[src/pkg/err_status_pkg.sv]
// Purpose: Shared constants for the host error status register bank
// Assumes: Byte-wide register port driven by the serial interface engine
// Notes: Offsets are byte addresses on that port
package err_status_pkg;
  // ************************************************************
  // Register map
  // ************************************************************
  // Voltage channel 9 to 16 window flags
  localparam logic [7:0] ADDR_VOLT_FLAGS = 8'h4a;
  // Termination, core voltage and diode fault flags
  localparam logic [7:0] ADDR_FAULT_FLAGS = 8'h4b;
  // Value of both registers after reset
  localparam logic [7:0] FLAGS_RESET = 8'h00;
  // Answer to a read of an unmapped offset
  localparam logic [7:0] UNMAPPED_DATA = 8'h00;

  // ************************************************************
  // Field positions of the fault register
  // ************************************************************
  localparam int TERM1_BIT = 2;
  localparam int TERM2_BIT = 3;
  localparam int CORE1_BIT = 4;
  localparam int CORE2_BIT = 5;
  localparam int DIODE1_BIT = 6;
  localparam int DIODE2_BIT = 7;
  // Lowest implemented bit; bits below read as zero
  localparam int FAULT_LOW_BIT = 2;
  // Implemented bits of the fault register
  localparam logic [7:0] FAULT_IMPL_MASK = 8'hfc;

  // ************************************************************
  // Channel numbering
  // ************************************************************
  // First monitored channel held in the voltage flag register
  localparam int FIRST_CHANNEL = 9;
  // Number of channels held there
  localparam int CHANNEL_COUNT = 8;
  // Cycles from a read strobe to its data
  localparam int READ_LATENCY = 1;
endpackage

[src/hw/sticky_flag.sv]
// Purpose: One sticky error flag with write-one-to-clear
// Assumes: Set and clear are synchronous one-cycle or level requests
// Notes: A set in the clearing cycle wins so no event is lost
`timescale 1ns/1ps
module sticky_flag (
  input wire logic clk,
  input wire logic rst_n,
  input wire logic set,
  input wire logic clear,
  output logic q
);
  // ************************************************************
  // Flag storage
  // ************************************************************
  // Set has priority over clear; the flag holds otherwise
  always_ff @(posedge clk or negedge rst_n) begin
    if (!rst_n) begin
      q <= 1'b0;
    end else if (set) begin
      q <= 1'b1;
    end else if (clear) begin
      q <= 1'b0;
    end
  end
endmodule

[src/hw/host_error_status_bank.sv]
// Purpose: Sticky host error status registers for channels 9 to 16 and faults
// Assumes: Measurement engine gives samples, limits and mismatch results
// Notes: Register port is the byte port behind the serial interface
// Operation
// Flag channel outside its low/high window
// Flag termination fault inputs on bits 2, 3
// Flag core voltage not matching requested VID
// Flag first remote diode open or short
// Flag second remote diode open or short
// Flags sticky until written one; reset zero
`timescale 1ns/1ps
module host_error_status_bank #(
  parameter int CHANNELS = err_status_pkg::CHANNEL_COUNT,
  parameter int SAMPLE_W = 8
) (
  input wire logic CLK_SYS,
  input wire logic RST_N,
  // Per-channel conversion results, channel 9 in the lowest slice
  input wire logic [CHANNELS*SAMPLE_W-1:0] CHAN_SAMPLE,
  input wire logic [CHANNELS-1:0] CHAN_SAMPLE_VALID,
  input wire logic [CHANNELS*SAMPLE_W-1:0] CHAN_LOW_LIMIT,
  input wire logic [CHANNELS*SAMPLE_W-1:0] CHAN_HIGH_LIMIT,
  // Termination fault inputs, high while asserted
  input wire logic TERMINATION_FAULT_INPUT_1,
  input wire logic TERMINATION_FAULT_INPUT_2,
  // Core voltage against VID comparison results
  input wire logic CORE1_VID_MISMATCH,
  input wire logic CORE2_VID_MISMATCH,
  // Remote diode open or short detections
  input wire logic REMOTE_SENSOR1_FAULT,
  input wire logic REMOTE_SENSOR2_FAULT,
  // Byte register port
  input wire logic [7:0] REG_ADDR,
  input wire logic REG_WR,
  input wire logic [7:0] REG_WDATA,
  input wire logic REG_RD,
  output logic [7:0] REG_RDATA,
  output logic REG_RVALID
);
  // ************************************************************
  // Decode
  // ************************************************************
  // Address hits
  logic hit_volt;
  logic hit_fault;
  // Write-one clear requests per register
  logic [7:0] clr_volt;
  logic [7:0] clr_fault;
  // Set requests per register
  logic [CHANNELS-1:0] set_volt;
  logic [7:0] set_fault;
  // Stored flags
  logic [CHANNELS-1:0] chan_limit_flag;
  logic [7:0] fault_flags;
  // Read mux result
  logic [7:0] next_rdata;
  // Register views
  logic [7:0] volt_view;
  logic [7:0] fault_view;

  assign hit_volt = (REG_ADDR == err_status_pkg::ADDR_VOLT_FLAGS);
  assign hit_fault = (REG_ADDR == err_status_pkg::ADDR_FAULT_FLAGS);
  // Clear only on a write hitting the register, one data bit per flag
  // write one clears
  assign clr_volt = (REG_WR && hit_volt) ? REG_WDATA : 8'h00;
  assign clr_fault = (REG_WR && hit_fault) ? REG_WDATA : 8'h00;

  // ************************************************************
  // Channel window flags
  // ************************************************************
  genvar gi;
  generate
    for (gi = 0; gi < CHANNELS; gi = gi + 1) begin : g_chan
      // Slices of this channel
      logic [SAMPLE_W-1:0] smp;
      logic [SAMPLE_W-1:0] lo;
      logic [SAMPLE_W-1:0] hi;
      assign smp = CHAN_SAMPLE[gi*SAMPLE_W +: SAMPLE_W];
      assign lo = CHAN_LOW_LIMIT[gi*SAMPLE_W +: SAMPLE_W];
      assign hi = CHAN_HIGH_LIMIT[gi*SAMPLE_W +: SAMPLE_W];
      // outside window sets
      // Only a fresh conversion is judged, so a stale sample cannot re-flag
      assign set_volt[gi] = CHAN_SAMPLE_VALID[gi] && ((smp < lo) || (smp > hi));
      sticky_flag u_flag (
        .clk(CLK_SYS),
        .rst_n(RST_N),
        .set(set_volt[gi]),
        .clear(clr_volt[gi]),
        .q(chan_limit_flag[gi])
      );
      // out-of-window sample flags
      a_chan_window_set: assert property (@(posedge CLK_SYS) disable iff (!RST_N)
        set_volt[gi] |=> chan_limit_flag[gi])
        else $error("channel flag not set after out-of-window sample");
      // flag holds without clear
      a_chan_flag_hold: assert property (@(posedge CLK_SYS) disable iff (!RST_N)
        (chan_limit_flag[gi] && !clr_volt[gi]) |=> chan_limit_flag[gi])
        else $error("channel flag dropped without a clear");
    end
  endgenerate

  // ************************************************************
  // Fault flags
  // ************************************************************
  // Gather fault sources at their bit positions; low bits never set
  always_comb begin
    set_fault = 8'h00;
    // termination inputs set
    set_fault[err_status_pkg::TERM1_BIT] = TERMINATION_FAULT_INPUT_1;
    set_fault[err_status_pkg::TERM2_BIT] = TERMINATION_FAULT_INPUT_2;
    // VID mismatch sets
    set_fault[err_status_pkg::CORE1_BIT] = CORE1_VID_MISMATCH;
    set_fault[err_status_pkg::CORE2_BIT] = CORE2_VID_MISMATCH;
    // diode one fault
    set_fault[err_status_pkg::DIODE1_BIT] = REMOTE_SENSOR1_FAULT;
    // diode two fault
    set_fault[err_status_pkg::DIODE2_BIT] = REMOTE_SENSOR2_FAULT;
  end

  generate
    for (gi = err_status_pkg::FAULT_LOW_BIT; gi < 8; gi = gi + 1) begin : g_fault
      sticky_flag u_flag (
        .clk(CLK_SYS),
        .rst_n(RST_N),
        .set(set_fault[gi]),
        .clear(clr_fault[gi]),
        .q(fault_flags[gi])
      );
    end
    for (gi = 0; gi < err_status_pkg::FAULT_LOW_BIT; gi = gi + 1) begin : g_rsvd
      // reserved bits zero
      assign fault_flags[gi] = 1'b0;
    end
  endgenerate

  // ************************************************************
  // Read port
  // ************************************************************
  // Narrow channel counts pad with zeros in the upper bits
  always_comb begin
    volt_view = 8'h00;
    volt_view[CHANNELS-1:0] = chan_limit_flag;
    fault_view = fault_flags & err_status_pkg::FAULT_IMPL_MASK;
  end

  // Unmapped offsets answer zero rather than holding stale data
  always_comb begin
    if (hit_volt) begin
      next_rdata = volt_view;
    end else if (hit_fault) begin
      next_rdata = fault_view;
    end else begin
      next_rdata = err_status_pkg::UNMAPPED_DATA;
    end
  end

  // Read data is captured on the strobe and held until the next read
  always_ff @(posedge CLK_SYS or negedge RST_N) begin
    if (!RST_N) begin
      REG_RDATA <= err_status_pkg::FLAGS_RESET;
    end else if (REG_RD) begin
      REG_RDATA <= next_rdata;
    end
  end

  // Valid marks the cycle after the strobe
  always_ff @(posedge CLK_SYS or negedge RST_N) begin
    if (!RST_N) begin
      REG_RVALID <= 1'b0;
    end else begin
      REG_RVALID <= REG_RD;
    end
  end

  // ************************************************************
  // Checks
  // ************************************************************
  // termination one flags
  a_term1_flag_set: assert property (@(posedge CLK_SYS) disable iff (!RST_N)
    TERMINATION_FAULT_INPUT_1 |=> fault_flags[err_status_pkg::TERM1_BIT])
    else $error("termination 1 flag not set");
  // termination two flags
  a_term2_flag_set: assert property (@(posedge CLK_SYS) disable iff (!RST_N)
    TERMINATION_FAULT_INPUT_2 |=> fault_flags[err_status_pkg::TERM2_BIT])
    else $error("termination 2 flag not set");
  // core one mismatch
  // Each core is tied to its own bit, so a swapped wiring cannot slip through
  a_core_vid_set: assert property (@(posedge CLK_SYS) disable iff (!RST_N)
    CORE1_VID_MISMATCH |=> fault_flags[err_status_pkg::CORE1_BIT])
    else $error("core 1 mismatch flag not set");
  // core two mismatch
  a_core2_vid_set: assert property (@(posedge CLK_SYS) disable iff (!RST_N)
    CORE2_VID_MISMATCH |=> fault_flags[err_status_pkg::CORE2_BIT])
    else $error("core 2 mismatch flag not set");
  // diode one flags
  a_diode1_flag_set: assert property (@(posedge CLK_SYS) disable iff (!RST_N)
    REMOTE_SENSOR1_FAULT |=> fault_flags[err_status_pkg::DIODE1_BIT])
    else $error("diode 1 flag not set");
  // diode two flags
  a_diode2_flag_set: assert property (@(posedge CLK_SYS) disable iff (!RST_N)
    REMOTE_SENSOR2_FAULT |=> fault_flags[err_status_pkg::DIODE2_BIT])
    else $error("diode 2 flag not set");
  // clear takes effect
  a_fault_clear_works: assert property (@(posedge CLK_SYS) disable iff (!RST_N)
    (REG_WR && hit_fault && REG_WDATA[err_status_pkg::TERM1_BIT] &&
     !TERMINATION_FAULT_INPUT_1) |=> !fault_flags[err_status_pkg::TERM1_BIT])
    else $error("termination 1 flag not cleared by write one");
  // reserved reads zero
  a_rsvd_read_zero: assert property (@(posedge CLK_SYS) disable iff (!RST_N)
    (REG_RD && hit_fault) |=> (REG_RVALID && REG_RDATA[1:0] == 2'b00 &&
    REG_RDATA[7:2] == $past(fault_flags[7:2])))
    else $error("fault register read data wrong");
endmodule

[config.mk]
export PLATFORM = sky130hd
export DESIGN_NAME = host_error_status_bank
export DESIGN_NICKNAME = d
export VERILOG_FILES = /design/src/pkg/err_status_pkg.sv /design/src/hw/sticky_flag.sv /design/src/hw/host_error_status_bank.sv
export SDC_FILE = /design/constraint.sdc
export NUM_CORES = 1
export LEC_CHECK = 0
export ABC_CLOCK_PERIOD_IN_PS = 800
export BUFFER_PORTS_ARGS = -buffer_cell sky130_fd_sc_hd__clkbuf_2
export CORE_ASPECT_RATIO = 1.5
export CORE_MARGIN = 2
export CORE_UTILIZATION = 25
export CTS_CLUSTER_DIAMETER = 80
export DETAILED_ROUTE_END_ITERATION = 16
export SETUP_SLACK_MARGIN = 0.3
export SYNTH_ARGS = -nofsm -noshare
export SYNTH_HDL_FRONTEND = slang
export SYNTH_HIERARCHICAL = 1
export SYNTH_SLANG_ARGS = --single-unit
[constraint.sdc]
create_clock -name CLK_SYS -period 0.8 [get_ports CLK_SYS]
set_clock_uncertainty 0.15 [all_clocks]
set_input_delay 0.04 -clock CLK_SYS [delete_from_list [all_inputs] [get_ports CLK_SYS]]
set_output_delay 0.04 -clock CLK_SYS [all_outputs]
set_load 0.05 [all_outputs]
---- After elaboration in Yosys (flattened, before gate mapping) ----
Index checks and enable logic that the tools add are counted.
Widths: inputs -> output; s select.
operators by class
  mux-type cells .......................... 32
  equal/unequal tests ..................... 2
  magnitude comparators ................... 16
  reduce and logical (&&, ||, !) cells .... 32
operators by type and width
  kind                number
  $gt 8x8->1          8
  $lt 8x8->1          8
  $mux 8              4
  $mux 1              28
  $reduce_bool 2->1   14
  $eq 8x7->1 const B  2
  $logic_and 1x1->1   10
  $logic_or 1x1->1    8
word-level totals
  bits of input ports ..................... 226
  word-level logic and storage cells ...... 98
  bits in registers ....................... 23

---- Longest topological paths before layout ----
  depth after elaboration ................. 5
  gate-level depth with buffers ........... 8
  depth with buffers taken out ............ 8

---- Hierarchy ----
Netlist, hierarchy kept.
by module, submodules not included
  module                  cells each  area an instance (sq um)  seq. area each (sq um)  instances
  host_error_status_bank  487         3,518.4                   225.2                   1
  sticky_flag             3           36.3                      25.0                    14

---- Worst setup path before layout ----
Ideal clock, no wire load.
  path type ............................... input-to-reg
  start point ............................. in CHAN_HIGH_LIMIT[33]
  end point ............................... reg g_chan[4].u_flag.q
  stages .................................. 8
  arrival ................................. 1.253 ns
  slack ................................... -0.721 ns
  required time ........................... 0.532 ns
  cells stage by stage .................... inv_1 ha_1 nor2b_1 o211ai_1 a21oi_1 a2111oi_0 o22ai_1 a21o_1
on the way
  word-level cells in the longest chain between the ends .. 4
  elaborated cells on any way between the ends .. 5
  classes of those cells .................. order compare (1); mux (1); reduce/logical (3)
RTL lines
  what                                         RTL line                      source
  start: declaration                           host_error_status_bank.sv:22  input wire logic [CHANNELS*SAMPLE_W-1:0] CHAN_HIGH_LIMIT,
  $gt 8x8->1 (*)                               host_error_status_bank.sv:83  assign set_volt[gi] = CHAN_SAMPLE_VALID[gi] && ((smp < lo) || (smp > hi));
  $logic_or 1x1->1 (*)                         host_error_status_bank.sv:83
  $logic_and 1x1->1 (*)                        host_error_status_bank.sv:83
  named net set_volt[4]                        host_error_status_bank.sv:50  logic [CHANNELS-1:0] set_volt;
  $mux 1 or $reduce_bool 2->1 (tied branches)  n/a
  end signal: assignment                       sticky_flag.sv:18             q <= 1'b0;
  end signal: assignment                       sticky_flag.sv:20             q <= 1'b1;
  end signal: assignment                       sticky_flag.sv:22             q <= 1'b0;
  end: declaration                             sticky_flag.sv:10             output logic q
Mark *: on every way through the listed nets, which the timed path passes. The rest lies on a longest branch.
A chain may end at the register's enable or synchronous reset.

---- Worst setup path in the final report ----
  start point ............................. in CHAN_SAMPLE[25]
  end point ............................... reg g_chan[3].u_flag.q
on the way
  word-level cells in the longest chain between the ends .. 4
  elaborated cells on any way between the ends .. 6
  classes of those cells .................. order compare (2); mux (1); reduce/logical (3)
RTL lines
  what                                         RTL line                      source
  start: declaration                           host_error_status_bank.sv:19  input wire logic [CHANNELS*SAMPLE_W-1:0] CHAN_SAMPLE,
  $lt 8x8->1 or $gt 8x8->1 (tied branches)     host_error_status_bank.sv:83
  $logic_or 1x1->1 (*)                         host_error_status_bank.sv:83
  $logic_and 1x1->1 (*)                        host_error_status_bank.sv:83
  named net set_volt[3]                        host_error_status_bank.sv:50
  $mux 1 or $reduce_bool 2->1 (tied branches)  n/a
  end signal: assignment                       sticky_flag.sv:18
  end signal: assignment                       sticky_flag.sv:20
  end signal: assignment                       sticky_flag.sv:22
  end: declaration                             sticky_flag.sv:10
Marked as above.

==> summary.md <==
| Metric | Value |
|---|---|
| Seq/Total Area, Yosys | `14.29%` |
| Nets in the synthesized netlist | `875` |
| Max rail drop VDD | `0.4748 mV` |
| Number of pins exceeding their max-slew limit in the final report | `0` |
| Worst-path maximum fanout | `2` |
| Global-route wire length before repair | `20280 um` |
| Remaining routing DRC violations | `0` |
| Hold/Removal Path Class | `in -> async` |
| Final setup margin | `-478.7 ps` |
| Pwr/cell area | `726.3 nW/um2` |
| Synthesized instance count | `529` |
| Slew HR | `80.25%` |
| Wire length per cell | `12.07 um` |
| Top cell types by occurrence after synthesis | `inv_1, ha_1, a21oi_1, nand4_1, nand2_1` |
| TritonCTS Buffers | `3` |
| Vias in the first global route | `4755` |
| Worst-case setup slack after placement | `-946.1 ps` |
| Share of Yosys cell area claimed by the top area cell type | `37.29%` |
| Worst endpoint data arrival time | `1280 ps` |
| Cell area reported after detailed placement | `6038 um2` |
| Final net count | `1182` |
| Path type of the worst setup path | `in -> reg` |
| Distinct cell type count after synthesis | `25` |
| Horizontal die dimension | `107.6 um` |
| Total via count in the routed design | `4607` |
| Async set or reset register ratio after synthesis | `100.0%` |
| Violations in the final reports | `hold timing, setup timing` |
| Biggest area consumer among synthesized cells | `ha_1` |
| Clock transition at path regs | `70 ps` |
| Number of DRC markers in iteration 0 | `100` |
| Remaining antenna violation count | `0` |
| Area inside the core boundary | `15700 um2` |
| Boundary Pins | `235` |
| Via/cell ratio | `4.438` |
| Die Area | `17160 um2` |
| Drt pass-1 iters | `4` |
| Maximum clock path buffer count | `2` |
| Min Clock Period, post-route | `1279 ps` |
| Later-pin clock latency in the skew report | `260 ps` |
| Summed area of non-filler cells in the final layout | `6603 um2` |
| Setup repair after global routing missed its margin | `yes` |
| Post-Syn Area | `4026 um2` |
| Maximum clock rate | `782.0 MHz` |
| Number of buffers added on ports | `234` |
| Std cell rows | `56` |
| Number of H-tree branching levels | `1` |
| Number of enable flip-flop cells after synthesis | `0` |
| Required arrival time at the worst endpoint | `800 ps` |
| Area overhead of the layout relative to synthesis | `63.98%` |
| Kind of start point of the critical path | `primary input` |
| Nature of the critical path endpoint | `register` |
| Leading post-synthesis cells by cell area | `ha_1, dfrtp_1, inv_1` |
| DP HPWL | `11320 um` |
| Post-route fraction of the period consumed by the critical path | `159.8%` |
| Static leakage | `3.726 nW` |
| Most frequent cell after synthesis | `inv_1` |
| YS warnings | `6` |
| Gr usage total | `14.37%` |
| Antenna violations before repair | `0` |
| Most used DFF post-synth | `dfrtp_1` |
| Clock tree from TritonCTS | `done` |
| Pin count of the biggest net entering global routing | `24` |
| Final weighted congestion in routability-driven placement | `0.8085` |
| Hold violation count in the final report | `34` |
| CTS sink count | `23` |
| Average cell area after synthesis | `7.611 um2` |
| Layout cell share with drive strength beyond 1 | `44.55%` |
| Worst-Margin Slew | `294.0 ps` |
| Grt total ovfl | `0` |
| Count of max-cap constraint violations | `0` |
| Total negative slack | `-10490 ps` |
| Result of the run | `complete, but fails checks` |
| Count of endpoints failing setup in the final report | `31` |
| # diodes | `0` |
| Total Routed Length | `12530 um` |
| Minimum hold slack | `-426.0 ps` |
| Initial core utilization | `25.65%` |
| Die span in y | `159.4 um` |
| Synth Register Bits | `23` |
| Clock Tree Root | `clkbuf_16` |
## power by group
part / total (mW) / internal (mW) / switching [mW]
sequential: 1.18 / 1.17 / 0.00562
clock: 1.13 / 0.674 / 0.452
combinational: 2.49 / 1.37 / 1.12
## placed cells by master, fill, tap and decap left out, drive strengths merged
| cell | count |
|---|---|
| dfrtp | 23 |
| a2111oi | 8 |
| nand3 | 1 |
| and3b | 1 |
| nand4 | 32 |
| clkbuf | 223 |
| buf | 85 |
| a21oi | 40 |
| nor2b | 16 |
| inv | 148 |
| ha | 120 |
| nor4 | 1 |
| clkinv | 1 |
| and2 | 2 |
| a21o | 22 |
| o21ai | 24 |
| o22ai | 8 |
| nor2 | 23 |
| nor3 | 6 |
| o211ai | 8 |
| a22oi | 6 |
| nand2 | 27 |
| and3 | 1 |
| nand4b | 9 |
## metrics by stage
stage	std cells	power (mW)	utilization, %
after floorplan	529	2.294	-
after global placement	1032	3.446	38.47
after detailed placement	1032	3.476	38.47
after CTS	1036	4.830	41.17
after global routing	1038	5.282	42.07
final	1038	4.795	42.07
## state kept, by name, indices dropped and copies added, names as in the netlist
| signal | flops |
|---|---|
| REG_RDATA | 8 |
| REG_RVALID | 1 |
| g_fault.u_flag/q | 6 |
| g_chan.u_flag/q | 8 |
## layer usage
| metal | up-vias | wire length, um | part of all wire [%] | track usage, % |
|---|---|---|---|---|
| met2 | 148 | 6795 | 54 | 29.10 |
| met5 | - | 0 | 0 | 0 |
| li1 | 2441 | - | - | - |
| met1 | 2002 | 4698 | 37 | 14.65 |
| met4 | 0 | 250 | 2.0 | 3.380 |
| met3 | 16 | 785 | 6.3 | 2.497 |
## worst max-delay path, stage by stage
cell,delay (ps)
clkbuf_8,120
ha_4,230
nor2b_1,120
o211ai_1,170
a21oi_1,100
a2111oi_2,220
o22ai_1,120
a21o_1,160
## area by class of cell
class                   instances  area [um2]
flip-flops and latches         23       586.8
clock buffers                   3       75.07
fillers                      1627        9092
inverters                     148       578.1
well taps                     203       254.0
clock inverters                 1       5.005
repair buffers                305        1939
multi-input cells             355        3164
## path summary, 6_finish.rpt
| check | depth (start not counted) | start | to | slack, ps |
|---|---|---|---|---|
| setup reg to reg | 2 | g_chan[5].u_flag/q | REG_RDATA[5] | -170 |
| min in group CLK_SYS | 2 | REMOTE_SENSOR1_FAULT | g_fault[6].u_flag/q | -190 |
| hold / removal | 2 | RST_N | REG_RDATA[2] | -430 |
| hold reg to reg | 1 | g_fault[6].u_flag/q | g_fault[6].u_flag/q | 350 |
| setup / recovery | 8 | CHAN_SAMPLE[25] | g_chan[3].u_flag/q | -480 |
| max in group asynchronous | 2 | RST_N | REG_RDATA[0] | 760 |
## kinds of logic after synthesis
logic type	synth area share, %
compound gates	17.65
fa+ha+maj	37.29
buf+inv	14.23
flops	14.29
simple gates	16.53
## repair_timing
action | CTS | global route
endpoints found under the setup margin | 31 | 31
setup buffers | 0 | 2
pin swaps | 8 | 2
gates resized for setup | 67 | 39
hold endpoints to repair | 34 | 30
gates cloned | 0 | 0
No activity file was read; power rests on OpenSTA's default activity.
